==> config.mk <==
export PLATFORM = sky130hd
export DESIGN_NAME = pdrc_core
export DESIGN_NICKNAME = d
export VERILOG_FILES = /design/src/include/pdrc_pkg.sv /design/src/hdl/pdrc_core.sv /design/src/hdl/pdrc_sync.sv
export SDC_FILE = /design/constraint.sdc
export NUM_CORES = 1
export LEC_CHECK = 0
export ABC_AREA = 1
export BUFFER_PORTS_ARGS = -buffer_cell sky130_fd_sc_hd__buf_2
export CAP_MARGIN = 20
export CORE_MARGIN = 10
export CORE_UTILIZATION = 55
export DETAILED_ROUTE_END_ITERATION = 16
export GPL_TIMING_DRIVEN = 0
export PLACE_DENSITY = 0.8
export SETUP_SLACK_MARGIN = 0.4
export SLEW_MARGIN = 10
export SYNTH_ARGS = -nofsm -noshare
export SYNTH_HDL_FRONTEND = slang
export SYNTH_SLANG_ARGS = --single-unit
==> constraint.sdc <==
create_clock -name mclk -period 2 [get_ports mclk]
set_input_delay 0.4 -clock mclk [delete_from_list [all_inputs] [get_ports mclk]]
set_output_delay 0.4 -clock mclk [all_outputs]
set_load 0.01 [all_outputs]
==> src/include/pdrc_pkg.sv <==
// Shared constants, register map and state type of the power-down and reset control block
package pdrc_pkg;

  // APB bus geometry
  localparam int ADDR_W = 8;
  localparam int DATA_W = 32;

  // Register byte offsets
  localparam logic [ADDR_W-1:0] OFS_CTRL = 8'h00;
  localparam logic [ADDR_W-1:0] OFS_MC_REDUCED = 8'h04;
  localparam logic [ADDR_W-1:0] OFS_SLEW_FAST = 8'h08;
  localparam logic [ADDR_W-1:0] OFS_OUT_POL = 8'h0c;
  localparam logic [ADDR_W-1:0] OFS_SECURITY = 8'h10;
  localparam logic [ADDR_W-1:0] OFS_SIGNATURE = 8'h14;
  localparam logic [ADDR_W-1:0] OFS_PATTERN = 8'h18;
  localparam logic [ADDR_W-1:0] OFS_STATUS = 8'h1c;

  // Field positions
  localparam int CTRL_PD_EN_BIT = 0;
  localparam int CTRL_SB_EN_BIT = 1;
  localparam int SEC_FUSE_BIT = 0;
  localparam int STAT_DOWN_BIT = 0;
  localparam int STAT_STANDBY_BIT = 1;
  localparam int STAT_INIT_DONE_BIT = 2;
  localparam int STAT_RESUMING_BIT = 3;
  localparam int SIG_W = 16;

  // Pin positions that serve as power-down requests when enabled
  localparam int PD_A_PIN = 0;
  localparam int PD_B_PIN = 1;

  // Reset values
  localparam logic [1:0] CTRL_RST = 2'h0;
  localparam logic [DATA_W-1:0] MC_REDUCED_RST = 32'h0;
  localparam logic [DATA_W-1:0] SLEW_FAST_RST = 32'h0;
  localparam logic [DATA_W-1:0] OUT_POL_RST = 32'h0;
  localparam logic [SIG_W-1:0] SIGNATURE_RST = 16'h0;
  localparam logic [DATA_W-1:0] PATTERN_RST = 32'h0;

  // Timing
  localparam int CLK_PERIOD_NS = 10;
  localparam int PD_EXIT_MAX_NS = 1000;
  localparam int PD_EXIT_MAX_CYC = PD_EXIT_MAX_NS / CLK_PERIOD_NS;
  localparam int CNT_W = 8;

  // Power sequencing states, Gray along init, run, down, resume
  typedef enum logic [1:0] {
    PDRC_INIT = 2'b00,
    PDRC_RUN = 2'b01,
    PDRC_DOWN = 2'b11,
    PDRC_RESUME = 2'b10
  } pdrc_state_t;

endpackage

==> src/hdl/pdrc_core.sv <==
// Power-down, standby, slew, power-up init and security control with APB registers
//
// Contract
// - With power-down enabled, either request pin high or both put the device in power-down.
// - While powered down all internal logic and enabled outputs are frozen.
// - While powered down other pin changes are ignored until the request returns low.
// - An enabled request pin is neither a logic input nor an output; its macrocell stays usable.
// - Power-down exists only when configured; otherwise request pins are ordinary pins.
// - With standby enabled, the device drops to standby when no logic activity happens.
// - Each macrocell has its own reduced-power setting.
// - Each output has its own slew control, slow by default.
// - After power-up reset all registers initialise and outputs take their buffer polarity.
// - A programmed security fuse blocks pattern readback but leaves the signature readable.
// - Outputs already high-impedance at power-down entry stay so throughout.
// - After the request goes low, outputs are valid again within one microsecond.
//
// Decided for this implementation: register access over APB and the placing of the registers.
`timescale 1ns/1ps
module pdrc_core
  import pdrc_pkg::*;
#(
  parameter int NUM_PINS = 16,
  parameter int NUM_MC = 32,
  parameter int RESUME_CYC = 4,
  parameter int INIT_CYC = 16,
  parameter int IDLE_CYC = 8
) (
  input wire logic mclk,
  input wire logic rst,
  input wire logic psel,
  input wire logic penable,
  input wire logic pwrite,
  input wire logic [pdrc_pkg::ADDR_W-1:0] paddr,
  input wire logic [pdrc_pkg::DATA_W-1:0] pwdata,
  output logic [pdrc_pkg::DATA_W-1:0] prdata,
  output logic pready,
  output logic pslverr,
  input wire logic [NUM_PINS-1:0] pin_in,
  output logic [NUM_PINS-1:0] core_in,
  output logic core_hold,
  input wire logic [NUM_PINS-1:0] core_out,
  input wire logic [NUM_PINS-1:0] core_oe,
  output logic [NUM_PINS-1:0] pin_out,
  output logic [NUM_PINS-1:0] pin_oe,
  output logic [NUM_PINS-1:0] pin_slew_fast,
  output logic [NUM_MC-1:0] mc_reduced,
  output logic low_power_standby,
  output logic powered_down
);

  localparam int WAKE_BOUND = PD_EXIT_MAX_CYC;
  pdrc_state_t state;
  logic [NUM_PINS-1:0] sync_in;
  logic [NUM_PINS-1:0] prev_in;
  logic [NUM_PINS-1:0] prev_core;
  logic [CNT_W-1:0] init_cnt;
  logic [CNT_W-1:0] res_cnt;
  logic [CNT_W-1:0] idle_cnt;
  logic pd_enable;
  logic standby_en;
  logic fuse;
  logic [NUM_PINS-1:0] out_pol;
  logic [SIG_W-1:0] signature;
  logic [DATA_W-1:0] pattern;
  logic pd_active;
  logic activity;
  logic apb_setup;
  logic apb_write;
  logic [DATA_W-1:0] next_prdata;
  logic next_pslverr;

  // Mask of pins taken over as power-down requests
  function automatic logic [NUM_PINS-1:0] pd_mask(input logic en);
    logic [NUM_PINS-1:0] m;
    m = '0;
    if (en) begin
      m[PD_A_PIN] = 1'b1;
      m[PD_B_PIN] = 1'b1;
    end
    return m;
  endfunction

  // Pins are asynchronous to mclk
  pdrc_sync #(
    .WIDTH(NUM_PINS)
  ) u_pin_sync (
    .mclk(mclk),
    .rst(rst),
    .async_in(pin_in),
    .sync_out(sync_in)
  );

  // Either request alone suffices; disabled option leaves pins as logic
  assign pd_active = pd_enable && (sync_in[PD_A_PIN] || sync_in[PD_B_PIN]);
  // Freeze core in the same cycle the request is seen, not one later
  assign core_hold = (state != PDRC_RUN) || pd_active;
  assign powered_down = (state == PDRC_DOWN);

  // Sequencing of init, run, power-down and resume
  always_ff @(posedge mclk) begin
    if (rst) begin
      state <= PDRC_INIT;
    end else begin
      case (state)
        PDRC_INIT: begin
          if (init_cnt == CNT_W'(INIT_CYC - 1)) begin
            state <= PDRC_RUN;
          end
        end
        PDRC_RUN: begin
          if (pd_active) begin
            state <= PDRC_DOWN;
          end
        end
        PDRC_DOWN: begin
          if (!pd_active) begin
            state <= PDRC_RESUME;
          end
        end
        PDRC_RESUME: begin
          if (pd_active) begin
            state <= PDRC_DOWN;
          end else if (res_cnt == CNT_W'(RESUME_CYC - 1)) begin
            state <= PDRC_RUN;
          end
        end
        default: begin
          state <= PDRC_INIT;
        end
      endcase
    end
  end

  // Init delay after reset release
  always_ff @(posedge mclk) begin
    if (rst) begin
      init_cnt <= '0;
    end else if (state == PDRC_INIT) begin
      init_cnt <= init_cnt + CNT_W'(1);
    end
  end

  // Resume delay, restarted on each power-down
  always_ff @(posedge mclk) begin
    if (rst) begin
      res_cnt <= '0;
    end else if (state == PDRC_RESUME) begin
      res_cnt <= res_cnt + CNT_W'(1);
    end else begin
      res_cnt <= '0;
    end
  end

  // Input capture, blocked while powered down
  always_ff @(posedge mclk) begin
    if (rst) begin
      core_in <= '0;
    end else if (state != PDRC_DOWN && !pd_active) begin
      core_in <= sync_in & ~pd_mask(pd_enable);
    end
  end

  // Pin drivers: polarity at init, core in run, held otherwise so high-Z stays high-Z
  always_ff @(posedge mclk) begin
    if (rst) begin
      pin_out <= OUT_POL_RST[NUM_PINS-1:0];
      pin_oe <= '0;
    end else if (state == PDRC_INIT) begin
      pin_out <= out_pol;
      pin_oe <= ~pd_mask(pd_enable);
    end else if (state == PDRC_RUN && !pd_active) begin
      pin_out <= core_out;
      pin_oe <= core_oe & ~pd_mask(pd_enable);
    end
  end

  // Activity tracking for automatic standby
  always_ff @(posedge mclk) begin
    if (rst) begin
      prev_in <= '0;
      prev_core <= '0;
    end else begin
      prev_in <= sync_in;
      prev_core <= core_out;
    end
  end

  assign activity = (sync_in != prev_in) || (core_out != prev_core);

  // Idle count saturates; any transition restarts it
  always_ff @(posedge mclk) begin
    if (rst) begin
      idle_cnt <= '0;
    end else if (activity || state != PDRC_RUN) begin
      idle_cnt <= '0;
    end else if (idle_cnt != CNT_W'(IDLE_CYC)) begin
      idle_cnt <= idle_cnt + CNT_W'(1);
    end
  end

  // Standby flag leaves on the first transition
  always_ff @(posedge mclk) begin
    if (rst) begin
      low_power_standby <= 1'b0;
    end else begin
      low_power_standby <= standby_en && state == PDRC_RUN && !activity &&
                           idle_cnt >= CNT_W'(IDLE_CYC - 1);
    end
  end

  // APB phase decode; zero wait states
  assign apb_setup = psel && !penable;
  assign apb_write = psel && penable && pwrite;
  assign pready = 1'b1;

  // Control register
  always_ff @(posedge mclk) begin
    if (rst) begin
      pd_enable <= CTRL_RST[CTRL_PD_EN_BIT];
      standby_en <= CTRL_RST[CTRL_SB_EN_BIT];
    end else if (apb_write && paddr == OFS_CTRL) begin
      pd_enable <= pwdata[CTRL_PD_EN_BIT];
      standby_en <= pwdata[CTRL_SB_EN_BIT];
    end
  end

  // Per-macrocell reduced power bits
  always_ff @(posedge mclk) begin
    if (rst) begin
      mc_reduced <= MC_REDUCED_RST[NUM_MC-1:0];
    end else if (apb_write && paddr == OFS_MC_REDUCED) begin
      mc_reduced <= pwdata[NUM_MC-1:0];
    end
  end

  // Per-output slew, cleared means slow
  always_ff @(posedge mclk) begin
    if (rst) begin
      pin_slew_fast <= SLEW_FAST_RST[NUM_PINS-1:0];
    end else if (apb_write && paddr == OFS_SLEW_FAST) begin
      pin_slew_fast <= pwdata[NUM_PINS-1:0];
    end
  end

  // Output buffer polarity used during init
  always_ff @(posedge mclk) begin
    if (rst) begin
      out_pol <= OUT_POL_RST[NUM_PINS-1:0];
    end else if (apb_write && paddr == OFS_OUT_POL) begin
      out_pol <= pwdata[NUM_PINS-1:0];
    end
  end

  // Fuse is one-way: writing one programs it, zero is ignored
  always_ff @(posedge mclk) begin
    if (rst) begin
      fuse <= 1'b0;
    end else if (apb_write && paddr == OFS_SECURITY && pwdata[SEC_FUSE_BIT]) begin
      fuse <= 1'b1;
    end
  end

  // User signature stays writable and readable
  always_ff @(posedge mclk) begin
    if (rst) begin
      signature <= SIGNATURE_RST;
    end else if (apb_write && paddr == OFS_SIGNATURE) begin
      signature <= pwdata[SIG_W-1:0];
    end
  end

  // Pattern store; a secured part cannot be rewritten to probe it
  always_ff @(posedge mclk) begin
    if (rst) begin
      pattern <= PATTERN_RST;
    end else if (apb_write && paddr == OFS_PATTERN && !fuse) begin
      pattern <= pwdata;
    end
  end

  // Read mux evaluated in setup so prdata comes from a flop
  always_comb begin
    next_prdata = '0;
    next_pslverr = 1'b0;
    if (paddr == OFS_CTRL) begin
      next_prdata[CTRL_PD_EN_BIT] = pd_enable;
      next_prdata[CTRL_SB_EN_BIT] = standby_en;
    end else if (paddr == OFS_MC_REDUCED) begin
      next_prdata[NUM_MC-1:0] = mc_reduced;
    end else if (paddr == OFS_SLEW_FAST) begin
      next_prdata[NUM_PINS-1:0] = pin_slew_fast;
    end else if (paddr == OFS_OUT_POL) begin
      next_prdata[NUM_PINS-1:0] = out_pol;
    end else if (paddr == OFS_SECURITY) begin
      next_prdata[SEC_FUSE_BIT] = fuse;
    end else if (paddr == OFS_SIGNATURE) begin
      next_prdata[SIG_W-1:0] = signature;
    end else if (paddr == OFS_PATTERN) begin
      if (fuse) begin
        next_pslverr = !pwrite;
      end else begin
        next_prdata = pattern;
      end
    end else if (paddr == OFS_STATUS) begin
      next_prdata[STAT_DOWN_BIT] = powered_down;
      next_prdata[STAT_STANDBY_BIT] = low_power_standby;
      next_prdata[STAT_INIT_DONE_BIT] = (state != PDRC_INIT);
      next_prdata[STAT_RESUMING_BIT] = (state == PDRC_RESUME);
    end else begin
      next_pslverr = 1'b1; // Unmapped offset reads zero
    end
  end

  // Answer registers
  always_ff @(posedge mclk) begin
    if (rst) begin
      prdata <= '0;
      pslverr <= 1'b0;
    end else if (apb_setup) begin
      prdata <= next_prdata;
      pslverr <= next_pslverr;
    end
  end
endmodule

==> src/hdl/pdrc_sync.sv <==
// Two-flop synchroniser for a vector of asynchronous pin levels
`timescale 1ns/1ps
module pdrc_sync #(
  parameter int WIDTH = 1
) (
  input wire logic mclk,
  input wire logic rst,
  input wire logic [WIDTH-1:0] async_in,
  output logic [WIDTH-1:0] sync_out
);

  logic [WIDTH-1:0] meta;

  // First stage feeds only the second stage
  always_ff @(posedge mclk) begin
    if (rst) begin
      meta <= '0;
      sync_out <= '0;
    end else begin
      meta <= async_in;
      sync_out <= meta;
    end
  end

endmodule

# Word-level counts from Yosys, hierarchy flattened
# Cells that the tools add are included.
op_classes:
  addsub: 3
  order_cmp: 1
  n_eq_ne: 21
  n_mux: 55
  bitwise_logic: 6
  reduce_logical: 34
ops:
  columns: ["operator", "n"]
  rows:
  - ["two-way mux 32 bit", 9]
  - ["two-way mux 28 bit", 7]
  - ["two-way mux 16 bit", 10]
  - ["inverter 2 -> 16 bit", 3]
  - ["bitwise AND 16 bit", 2]
  - ["== test 8 x 5 -> 1 bit (second input constant)", 4]
  - ["inequality test 16 bit", 2]
  - ["two-way mux 31 bit", 1]
  - ["two-way mux 30 bit", 1]
  - ["two-way mux 2 bit", 14]
  - ["adder 8 x 1 -> 8 bit (second input constant)", 3]
  - ["== test 8 x 4 -> 1 bit (second input constant)", 3]
  - ["logical AND 1 bit", 18]
  - ["two-way mux 1 bit", 10]
  - ["== test 8 x 2 -> 1 bit (second input constant)", 1]
  - ["== test 8 x 3 -> 1 bit (second input constant)", 1]
  - ["greater-or-equal comparator 8 x 3 -> 1 bit (second input constant)", 1]
  - ["logical NOT 8 bit", 1]
  - ["two-way mux 4 bit", 2]
  - ["inequality test 2 bit (second input constant)", 4]
  - ["inequality test 8 x 4 -> 1 bit (second input constant)", 1]
  - ["one-hot mux 2 bit (4 select lines)", 1]
  - ["logical NOT 1 bit", 5]
  - ["== test 2 bit (second input constant)", 2]
  - ["other kinds (9)", 14]
word_totals:
  ff_bits: 287
  output_inout_bits: 133
  wordCells: 142

# Logic depth before layout (Yosys ltp)
# Gate-level depths: netlist of the first run.
logic_depth:
  word_depth: 21
  depth_mapped: 13
  ltp_nobuf: 12

# Hierarchy
# A second synthesis of the first run with hierarchy kept.
hier_totals:
  hier_cells: 1492
  area_unflattened_um2: 11619.9
modules_own_cells:
  columns: ["mod", "n_inst", "cells_per_inst", "area_each_um2"]
  rows:
  - ["pdrc_core", 1, 1393, 10705.3]
  - ["pdrc_sync", 1, 99, 914.6]

# Worst setup path after synthesis of the first run
# No wires, ideal clock.
synth_timing:
  path_type: "input to register"
  from: "in paddr[6] (netlist bit)"
  to: "reg prdata[11] (netlist bit)"
  t_arrival_ns: 1.507
  t_required_ns: 1.868
  setup_slack_ns: 0.361
  stages: 12
  path_buffers: 2
  cell_sequence: "inv_1 -> nand3_1 -> nor2_2 -> buf_4 -> inv_2 -> nor2_1 -> nor2_2 -> inv_2 -> buf_4 -> nor2_1 -> o21ai_1 -> a21oi_1"
synth_via:
  elab_chain_cells: 14
  word_cells_on_any_way: 20
synth_rtl:
  columns: ["item", "line_no", "text"]
  rows:
  - ["start: declaration", "pdrc_core.sv:33", "input wire logic [pdrc_pkg::ADDR_W-1:0] paddr,"]
  - ["== test 8 x 5 -> 1 bit", "pdrc_core.sv:298", "end else if (paddr == OFS_PATTERN) begin"]
  - ["two-way mux 28 bit", "pdrc_core.sv:298", null]
  - ["two-way mux 28 bit", "pdrc_core.sv:296", "end else if (paddr == OFS_SIGNATURE) begin"]
  - ["two-way mux 28 bit", "pdrc_core.sv:294", "end else if (paddr == OFS_SECURITY) begin"]
  - ["two-way mux 28 bit", "pdrc_core.sv:292", "end else if (paddr == OFS_OUT_POL) begin"]
  - ["two-way mux 28 bit", "pdrc_core.sv:290", "end else if (paddr == OFS_SLEW_FAST) begin"]
  - ["two-way mux 28 bit", "pdrc_core.sv:288", "end else if (paddr == OFS_MC_REDUCED) begin"]
  - ["two-way mux 28 bit", "pdrc_core.sv:285", "if (paddr == OFS_CTRL) begin"]
  - ["two-way mux 16 bit", "pdrc_core.sv:296", null]
  - ["two-way mux 31 bit", "pdrc_core.sv:294", null]
  - ["two-way mux 16 bit", "pdrc_core.sv:292", null]
  - ["two-way mux 16 bit", "pdrc_core.sv:290", null]
  - ["two-way mux 32 bit", "pdrc_core.sv:288", null]
  - ["two-way mux 30 bit *", "pdrc_core.sv:285", null]
  - ["end signal: assignment", "pdrc_core.sv:320", "prdata <= next_prdata;"]
  - ["end: declaration", "pdrc_core.sv:35", "output logic [pdrc_pkg::DATA_W-1:0] prdata,"]
# Every way passes the cells marked *; elsewhere a longest branch is shown, timed or not. The select of a mux whose other input is x is not followed.
# A chain may end at the register's enable or synchronous reset.

# Worst setup path in the final report of the first run
layout_timing:
  from: "reg pd_enable"
  to: "out core_hold"
layout_via:
  elab_chain_cells: 2
layout_rtl:
  columns: ["item", "line_no", "text"]
  rows:
  - ["start: declaration", "pdrc_core.sv:59", "logic pd_enable;"]
  - ["start signal: assignment", "pdrc_core.sv:219", "pd_enable <= CTRL_RST[CTRL_PD_EN_BIT];"]
  - ["start signal: assignment", "pdrc_core.sv:222", "pd_enable <= pwdata[CTRL_PD_EN_BIT];"]
  - ["logical AND 1 bit", "pdrc_core.sv:94", "assign pd_active = pd_enable && (sync_in[PD_A_PIN] || sync_in[PD_B_PIN]);"]
  - ["logical OR 1 bit", "pdrc_core.sv:96", "assign core_hold = (state != PDRC_RUN) || pd_active;"]
  - ["end: declaration", "pdrc_core.sv:40", "output logic core_hold,"]
# Every way passes these cells.

==> results by group, run 1 <==
Critical path
  • Worst reg2reg path depth: 7
  • Reg2Reg Launch Point: fuse$_SDFFE_PP0P_
  • Reg2Reg Capture Point: prdata[13]$_SDFFE_PP0P_
  • Worst-path fanout max: 3
  • Crit path buf inv count: 3
  • Largest stage delay on the critical path: 0.36 ns
  • Worst Setup SP: pd_enable$_SDFFE_PP0P_
  • Setup crit end kind: primary output
  • CP required: 1.60 ns
  • Kind of cell adding the most delay to the critical path: flip-flops
  • CP startpoint kind: flop
  • Crit path cell chain: inv_4, a21oi_4, inv_2, nand2_4, buf_6
  • Worst setup path endpoint: core_hold
  • Critical setup path kind: flop to primary output
  • R2R Setup Slk: 0.46 ns
  • Cell at the slowest stage of the critical path: dfxtp_2
  • Stages on the worst setup path: 5
  • CP arrival: 1.34 ns

Drt
  • Wire per inst: 17.6 um
  • TritonRoute pass-1 iters: 5
  • Post-route ant nets: 0
  • Initial drt markers: 957
  • Vias/cell: 5.48
  • Via count: 11187
  • Final wirelength: 35.9 mm
  • DRC violations left: 0

Place
  • Dpl cells: 1976
  • HPWL after DPL: 26.6 mm
  • Final GP Congestion: 0.920
  • DP Area: 13000 um2
  • Dpl ws: -0.306 ns
  • Buffers on Ports: 224

Timing
  • Endpoints failing hold: 0
  • RSZ-0062 raised after global routing: yes
  • Clock Skew: 0.0151 ns
  • Final WS setup: 0.255 ns
  • Minimum clock period after layout: 1.74 ns
  • Fin Hold WS: 0.0647 ns
  • Tcrit/Tclk final: 87.2%
  • Worst-margin pin slew: 0.771 ns
  • Slew headroom: 48.6%
  • Peak Freq: 0.573 GHz
  • Finish-stage setup viols: 0
  • Slew Limit Fails: 0

Synthesis
  • EDFF count, synth: 0
  • Sequential share of the synthesized area: 49.9%
  • Top-count cell post-synth: dfxtp_1
  • Most used DFF post-synth: dfxtp_1
  • Post-synthesis cell area: 11500 um2
  • Post-synth ARST share: 0%
  • Distinct cell type count after synthesis: 41
  • Top cells by area, synth: dfxtp_1 (50%), nand2_1 (8.3%), nor2_1 (6.2%), a21oi_1 (6.2%), o21ai_0 (5.5%)
  • Syn_nets: 1579
  • Post-Synthesis Cells: 1482
  • FF+latch count, synth: 287
  • Synth area leader: dfxtp_1
  • Synth Area per Inst: 7.77 um2
  • Area share of the largest cell type after synthesis: 49.9%
  • Post-synth top cells: dfxtp_1 (287), nand2_1 (256), nor2_1 (191)
  • Synth warn: 0

Floorplan
  • Core area: 20400 um2
  • Std-Cell Rows: 52
  • Die H: 165 um
  • Starting Density: 56.3%
  • Io pins: 226
  • Die X-Extent: 165 um
  • Die area: 27100 um2

Clocking
  • Worst-path clk slew: 0.06 ns
  • Clock buffer depth: 3
  • CTS H-tree depth: 1
  • CTS Sinks: 287
  • Clk Latency, worst-skew pair: 0.54 ns
  • Hold-fix buffers, CTS: 0
  • Root Buffer: clkbuf_16
  • CTS tree: yes
  • Num CTS Buffers: 29

Global routing
  • GRT Residual Overflow: 0
  • First-pass GRT wire length: 55.2 mm
  • Largest net degree at the start of global routing: 15
  • Initial antenna violation count: 3
  • Global-route usage over all layers: 25.0%
  • Vias in the first global route: 10719

Power
  • Final Power: 12.1 mW
  • P_leak: 6.38 nW
  • Maximum vdd drop: 0.000643 V
  • Cell area power density: 848 nW/um2

Flow run
  • Max cap viols: 0

Final layout
  • Fillers: 1683
  • Non-filler cells, final: 2042
  • Final nets: 1847
  • Largest registers: mc_reduced: 32 flops, pattern: 32 flops, prdata: 32 flops
  • Final instance area: 14200 um2
  • Layout cells sized above 1: 23.7%
  • Layout area overhead: 23.6%
  • Area of the multi-input gates: 4840 um2
  • Reg area: 5750 um2

Worst hold path
  • Hold Crit Class: input port to flop

Outcome
  • Status: complete, no violations
worst min-delay path: cells and delay by family:
family | cells | cell delay, ns
buffers and inverters | 2 | 0.10
AND/OR/NAND/NOR | 1 | 0.06
metrics by stage:
step / util [%] / TNS [ns]
2_1_floorplan: - / 0
3_3_place_gp: 63.5 / -22.18
3_5_place_dp: 63.5 / -18.79
4_1_cts: 68.8 / 0
5_1_grt: 69.6 / 0
6_report: 69.6 / 0
layout make-up:
type / count / area share [%]
clock inverter: 11 / 0.994
tap: 270 / 2.38
antenna: 1 / 0.0176
buffer: 85 / 3.27
sequential: 287 / 40.5
multi-input combinational: 954 / 34.0
inverter: 156 / 4.17
clock buffer: 41 / 5.98
timing repair buffer: 237 / 8.70
how the worst min path moves through the flow:
stage / from / to / slack [ns] / cells past startpoint
after floorplan: u_pin_sync.meta[0]$_SDFF_PP0_ / u_pin_sync.sync_out[0]$_SDFF_PP0_ / 0.39 / 2
after global placement: u_pin_sync.meta[3]$_SDFF_PP0_ / u_pin_sync.sync_out[3]$_SDFF_PP0_ / 0.39 / 2
after detailed placement: u_pin_sync.meta[7]$_SDFF_PP0_ / u_pin_sync.sync_out[7]$_SDFF_PP0_ / 0.39 / 2
after CTS: pin_in[8] / u_pin_sync.meta[8]$_SDFF_PP0_ / 0.06 / 3
after global routing: pin_in[13] / u_pin_sync.meta[13]$_SDFF_PP0_ / 0.06 / 3
final: pin_in[8] / u_pin_sync.meta[8]$_SDFF_PP0_ / 0.06 / 3
per-layer routing:
layer | track usage [%] | up-vias | part of all wire [%] | wire length [um]
met5 | 0 | - | 0.070 | 25
met4 | 9.74 | 4 | 3.5 | 1260
met3 | 4.88 | 93 | 9.6 | 3460
met2 | 41.7 | 547 | 48 | 17100
met1 | 31.2 | 5178 | 39 | 14000
li1 | - | 5365 | - | -
placed cells by master, fill, tap and decap left out, types with 8 or more instances in the layout:
cell type | netlist | final
o21ai_1 | 8 | 11
nor3_1 | 13 | 12
nand3_1 | 74 | 74
a211oi_1 | 19 | 19
o21ai_0 | 126 | 123
a21oi_1 | 142 | 141
buf_4 | 13 | 24
xor2_1 | 15 | 15
inv_1 | 141 | 134
clkinv_2 | 0 | 8
clkbuf_16 | 0 | 29
nand2_1 | 256 | 252
xnor2_1 | 13 | 13
nand2_2 | 5 | 8
a31oi_1 | 16 | 16
buf_6 | 4 | 9
dfxtp_1 | 287 | 281
inv_2 | 13 | 18
nor2_1 | 191 | 187
clkbuf_8 | 0 | 8
clkbuf_2 | 1 | 13
a211oi_2 | 30 | 30
clkbuf_1 | 49 | 39
buf_2 | 14 | 237
power breakdown:
group	total (mW)	leakage [nW]	switching (mW)	internal, mW
Combinational	0.620	3.55	0.414	0.206
Sequential	5.85	2.34	0.0434	5.81
Clock	5.59	0.496	2.25	3.34
Total	12.1	6.38	2.71	9.35
kinds of logic (layout without fill, tap and decap cells):
kind of cell | Yosys count | after routing | synth area share, %
flip-flops | 287 | 287 | 49.9
buffers and inverters | 241 | 530 | 8.71
AO/OA/AOI/OAI | 352 | 352 | 18.1
adder cells (fa/ha/maj) | 4 | 4 | 0.435
XOR/XNOR | 28 | 28 | 2.13
AND/OR/NAND/NOR | 569 | 569 | 20.7
other | 1 | 2 | 0.0326
repair_timing:
| item | in CTS | in global routing |
|---|---|---|
| pin swaps | 1 | 12 |
| endpoints found under the hold margin | 0 | 0 |
| setup buffers | 6 | 7 |
| setup endpoints to repair | 118 | 124 |
| gates resized for setup | 27 | 47 |
Note: power is estimated with default switching activity, not from simulation.
==> inputs of run 2 (changes only) <==
--- a/config.mk
+++ b/config.mk
@@ -9,10 +9,11 @@
 export BUFFER_PORTS_ARGS = -buffer_cell sky130_fd_sc_hd__buf_2
 export CAP_MARGIN = 20
 export CORE_MARGIN = 10
-export CORE_UTILIZATION = 55
+export CORE_UTILIZATION = 57
+export CTS_BUF_LIST = sky130_fd_sc_hd__clkbuf_4
 export DETAILED_ROUTE_END_ITERATION = 16
 export GPL_TIMING_DRIVEN = 0
-export PLACE_DENSITY = 0.8
+export PLACE_DENSITY = 0.82
 export SETUP_SLACK_MARGIN = 0.4
 export SLEW_MARGIN = 10
 export SYNTH_ARGS = -nofsm -noshare
==> run 2 against run 1 <==
Against the previous run: critical path depth is the same; wire length up 7.0%; sequential power is essentially flat; non-clock buffer count rose by 63.
==> results by group, run 2 (same netlist as run 1, synthesis figures left out) <==
Outcome
  • Status: complete, no violations

Worst hold path
  • Hold Crit Class: input port to flop

Power
  • Clock share of power: 42.9% (-3.5 points)
  • Psw: 2.82 mW (+4.0%)
  • Gate power share: 6.2% (+1.1 points)
  • P_leak: 6.75 nW (+5.7%)
  • Final Power: 11.5 mW (-4.6%)
  • Maximum vdd drop: 0.000445 V (-31%)
  • Seq pwr share: 50.8% (+2.3 points)
  • Internal: 8.69 mW (-7.1%)
  • Switch share: 24.5% (+2.0 points)
  • Cell area power density: 771 nW/um2 (-9.2%)

Clocking
  • CTS H-tree depth: 3 (+2)
  • CTS tree: yes
  • Num CTS Buffers: 72 (+150%)
  • Worst-path clk slew: 0.07 ns (about the same)
  • CTS Sinks: 287 (unchanged)
  • Clock buffer depth: 3 (unchanged)
  • Clk Latency, worst-skew pair: 0.71 ns (+0.17 ns)
  • Root Buffer: clkbuf_4

Critical path
  • Largest stage delay on the critical path: 0.39 ns (+0.03 ns)
  • Crit path cell chain: inv_4, a21oi_4, inv_2, nand2_4, buf_6
  • Cell at the slowest stage of the critical path: dfxtp_2
  • Worst setup path endpoint: core_hold
  • CP arrival: 1.51 ns (+0.17 ns)
  • Worst Setup SP: pd_enable$_SDFFE_PP0P_
  • Setup crit end kind: primary output
  • Critical setup path kind: flop to primary output
  • Worst reg2reg path depth: 10 (+3)
  • Reg2Reg Capture Point: idle_cnt[7]$_SDFFE_PP0P_
  • Worst-path fanout max: 2 (-1)
  • CP required: 1.60 ns (about the same)
  • Reg2Reg Launch Point: u_pin_sync.sync_out[1]$_SDFF_PP0_
  • CP startpoint kind: flop
  • R2R Setup Slk: 0.26 ns (-0.20 ns)

Floorplan
  • Std-Cell Rows: 51 (-1.9%)
  • Die X-Extent: 162 um (-1.6%)
  • Starting Density: 58.6% (+2.2 points)
  • Die area: 26300 um2 (-3.1%)
  • Die H: 162 um (-1.6%)
  • Core area: 19700 um2 (-3.8%)
  • Io pins: 226 (unchanged)

Timing
  • Minimum clock period after layout: 1.91 ns (+0.166 ns)
  • Finish-stage setup viols: 0 (unchanged)
  • Worst-margin pin slew: 0.782 ns (+0.0114 ns)
  • Peak Freq: 0.523 GHz (-8.7%)
  • Tcrit/Tclk final: 95.5% (+8.3 points)
  • Endpoints failing hold: 0 (unchanged)
  • Slew headroom: 47.8% (-0.76 points)
  • RSZ-0062 raised after global routing: yes
  • Setup TNS: 0 ns (unchanged)
  • Clock Skew: 0.0458 ns (+0.0308 ns)
  • Slew Limit Fails: 0 (unchanged)

Drt
  • Initial drt markers: 1143 (+19%)
  • TritonRoute pass-1 iters: 5 (unchanged)
  • Via count: 11920 (+6.6%)
  • Post-route ant nets: 0 (unchanged)
  • Vias/cell: 5.52 (+0.82%)
  • DRC violations left: 0 (unchanged)
  • Final wirelength: 38.4 mm (+7.0%)
  • Wire per inst: 17.8 um (+1.3%)

Global routing
  • Largest net degree at the start of global routing: 11 (-4)
  • Global-route usage over all layers: 27.4% (+2.4 points)
  • Initial antenna violation count: 1 (-2)
  • First-pass GRT wire length: 59.1 mm (+7.0%)
  • GRT Residual Overflow: 0 (unchanged)
  • Vias in the first global route: 11820 (+10%)

Final layout
  • Layout cells sized above 1: 28.6% (+4.9 points)
  • Final nets: 1953 (+5.7%)
  • Layout area overhead: 29.7%
  • Most common cell after layout, fill and taps aside: nand2_1
  • Commonest cells after routing, fill and taps aside: nand2_1 (252), dfxtp_1 (221), buf_2 (211)
  • Largest registers: mc_reduced: 32 flops, pattern: 32 flops, prdata: 32 flops

Place
  • Buffers on Ports: 224 (unchanged)
  • Final GP Congestion: 0.915 (-0.54%)
  • HPWL after DPL: 26.5 mm (-0.47%)

Flow run
  • Max cap viols: 0 (unchanged)
-- run 2: metal layers --
| metal | global-route usage (%) | share of wire [%] |
|---|---|---|
| met1 | 32.0 | 39 |
| met2 | 46.1 | 47 |
| met3 | 6.75 | 9.4 |
| met4 | 13.4 | 4.2 |
| met5 | 0 | 0 |
-- run 2: critical path: cells and delay by family, from the launching register on --
kind | cells | cell delay (ns)
and+or+nand+nor | 1 | 0.07
DFF | 1 | 0.39
buffers and inverters | 3 | 0.23
AOI/OAI and AO/OA | 1 | 0.12
-- run 2: per-stage QoR --
step / std cells / worst slack (ns) / util (%) / hold WS [ns] / cell area (um2)
6_report: 2158 / 0.0893 / 76.0 / 0.0182 / 14900
5_1_grt: 2158 / 0.0674 / 76.0 / 0.00951 / 14900
4_1_cts: 2146 / 0.117 / 74.3 / 0.000189 / 14600
3_5_place_dp: 1971 / -0.282 / 66.0 / 0.394 / 13000
3_3_place_gp: 1971 / -0.271 / 66.0 / 0.389 / 13000
2_1_floorplan: 1482 / 0.377 / - / 0.388 / 11500
-- run 2: worst min-delay path by stage --
stage	startpoint	endpoint	cells past startpoint
finish	core_oe[6]	pin_oe[6]$_SDFFE_PP0P_	3
global route	pwdata[25]	pattern[25]$_SDFFE_PP0P_	3
CTS	pwdata[19]	mc_reduced[19]$_SDFFE_PP0P_	3
detailed placement	u_pin_sync.meta[4]$_SDFF_PP0_	u_pin_sync.sync_out[4]$_SDFF_PP0_	2
global placement	u_pin_sync.meta[14]$_SDFF_PP0_	u_pin_sync.sync_out[14]$_SDFF_PP0_	2
floorplan	u_pin_sync.meta[0]$_SDFF_PP0_	u_pin_sync.sync_out[0]$_SDFF_PP0_	2
-- run 2: repair_timing --
action                     in CTS  in global routing
pin swaps                       3                 14
buffers inserted               10                 10
cloned                          0                  1
hold buffers                   55                  0
resized for setup              76                 96
setup endpoints to repair      91                171
hold endpoints to repair       73                  0
-- run 2: power groups by stage --
stage          combinational [mW]  clock, mW  sequential [mW]
2_1_floorplan               0.309          0             5.98
3_3_place_gp                0.578          0             5.97
3_5_place_dp                0.589          0             5.98
4_1_cts                     0.681       4.94             5.85
5_1_grt                     0.779       5.29             5.85
6_report                    0.719       4.94             5.85
-- run 2: final cells by class --
cell class	count	area, um2
fill	1431	4720
inverter	156	594
clock buffer	97	728
sequential	287	5830
buffer	85	474
multi-input combinational	954	4850
tap	265	332
clock inverter	13	129
timing repair buffer	300	1990
antenna	1	2.50
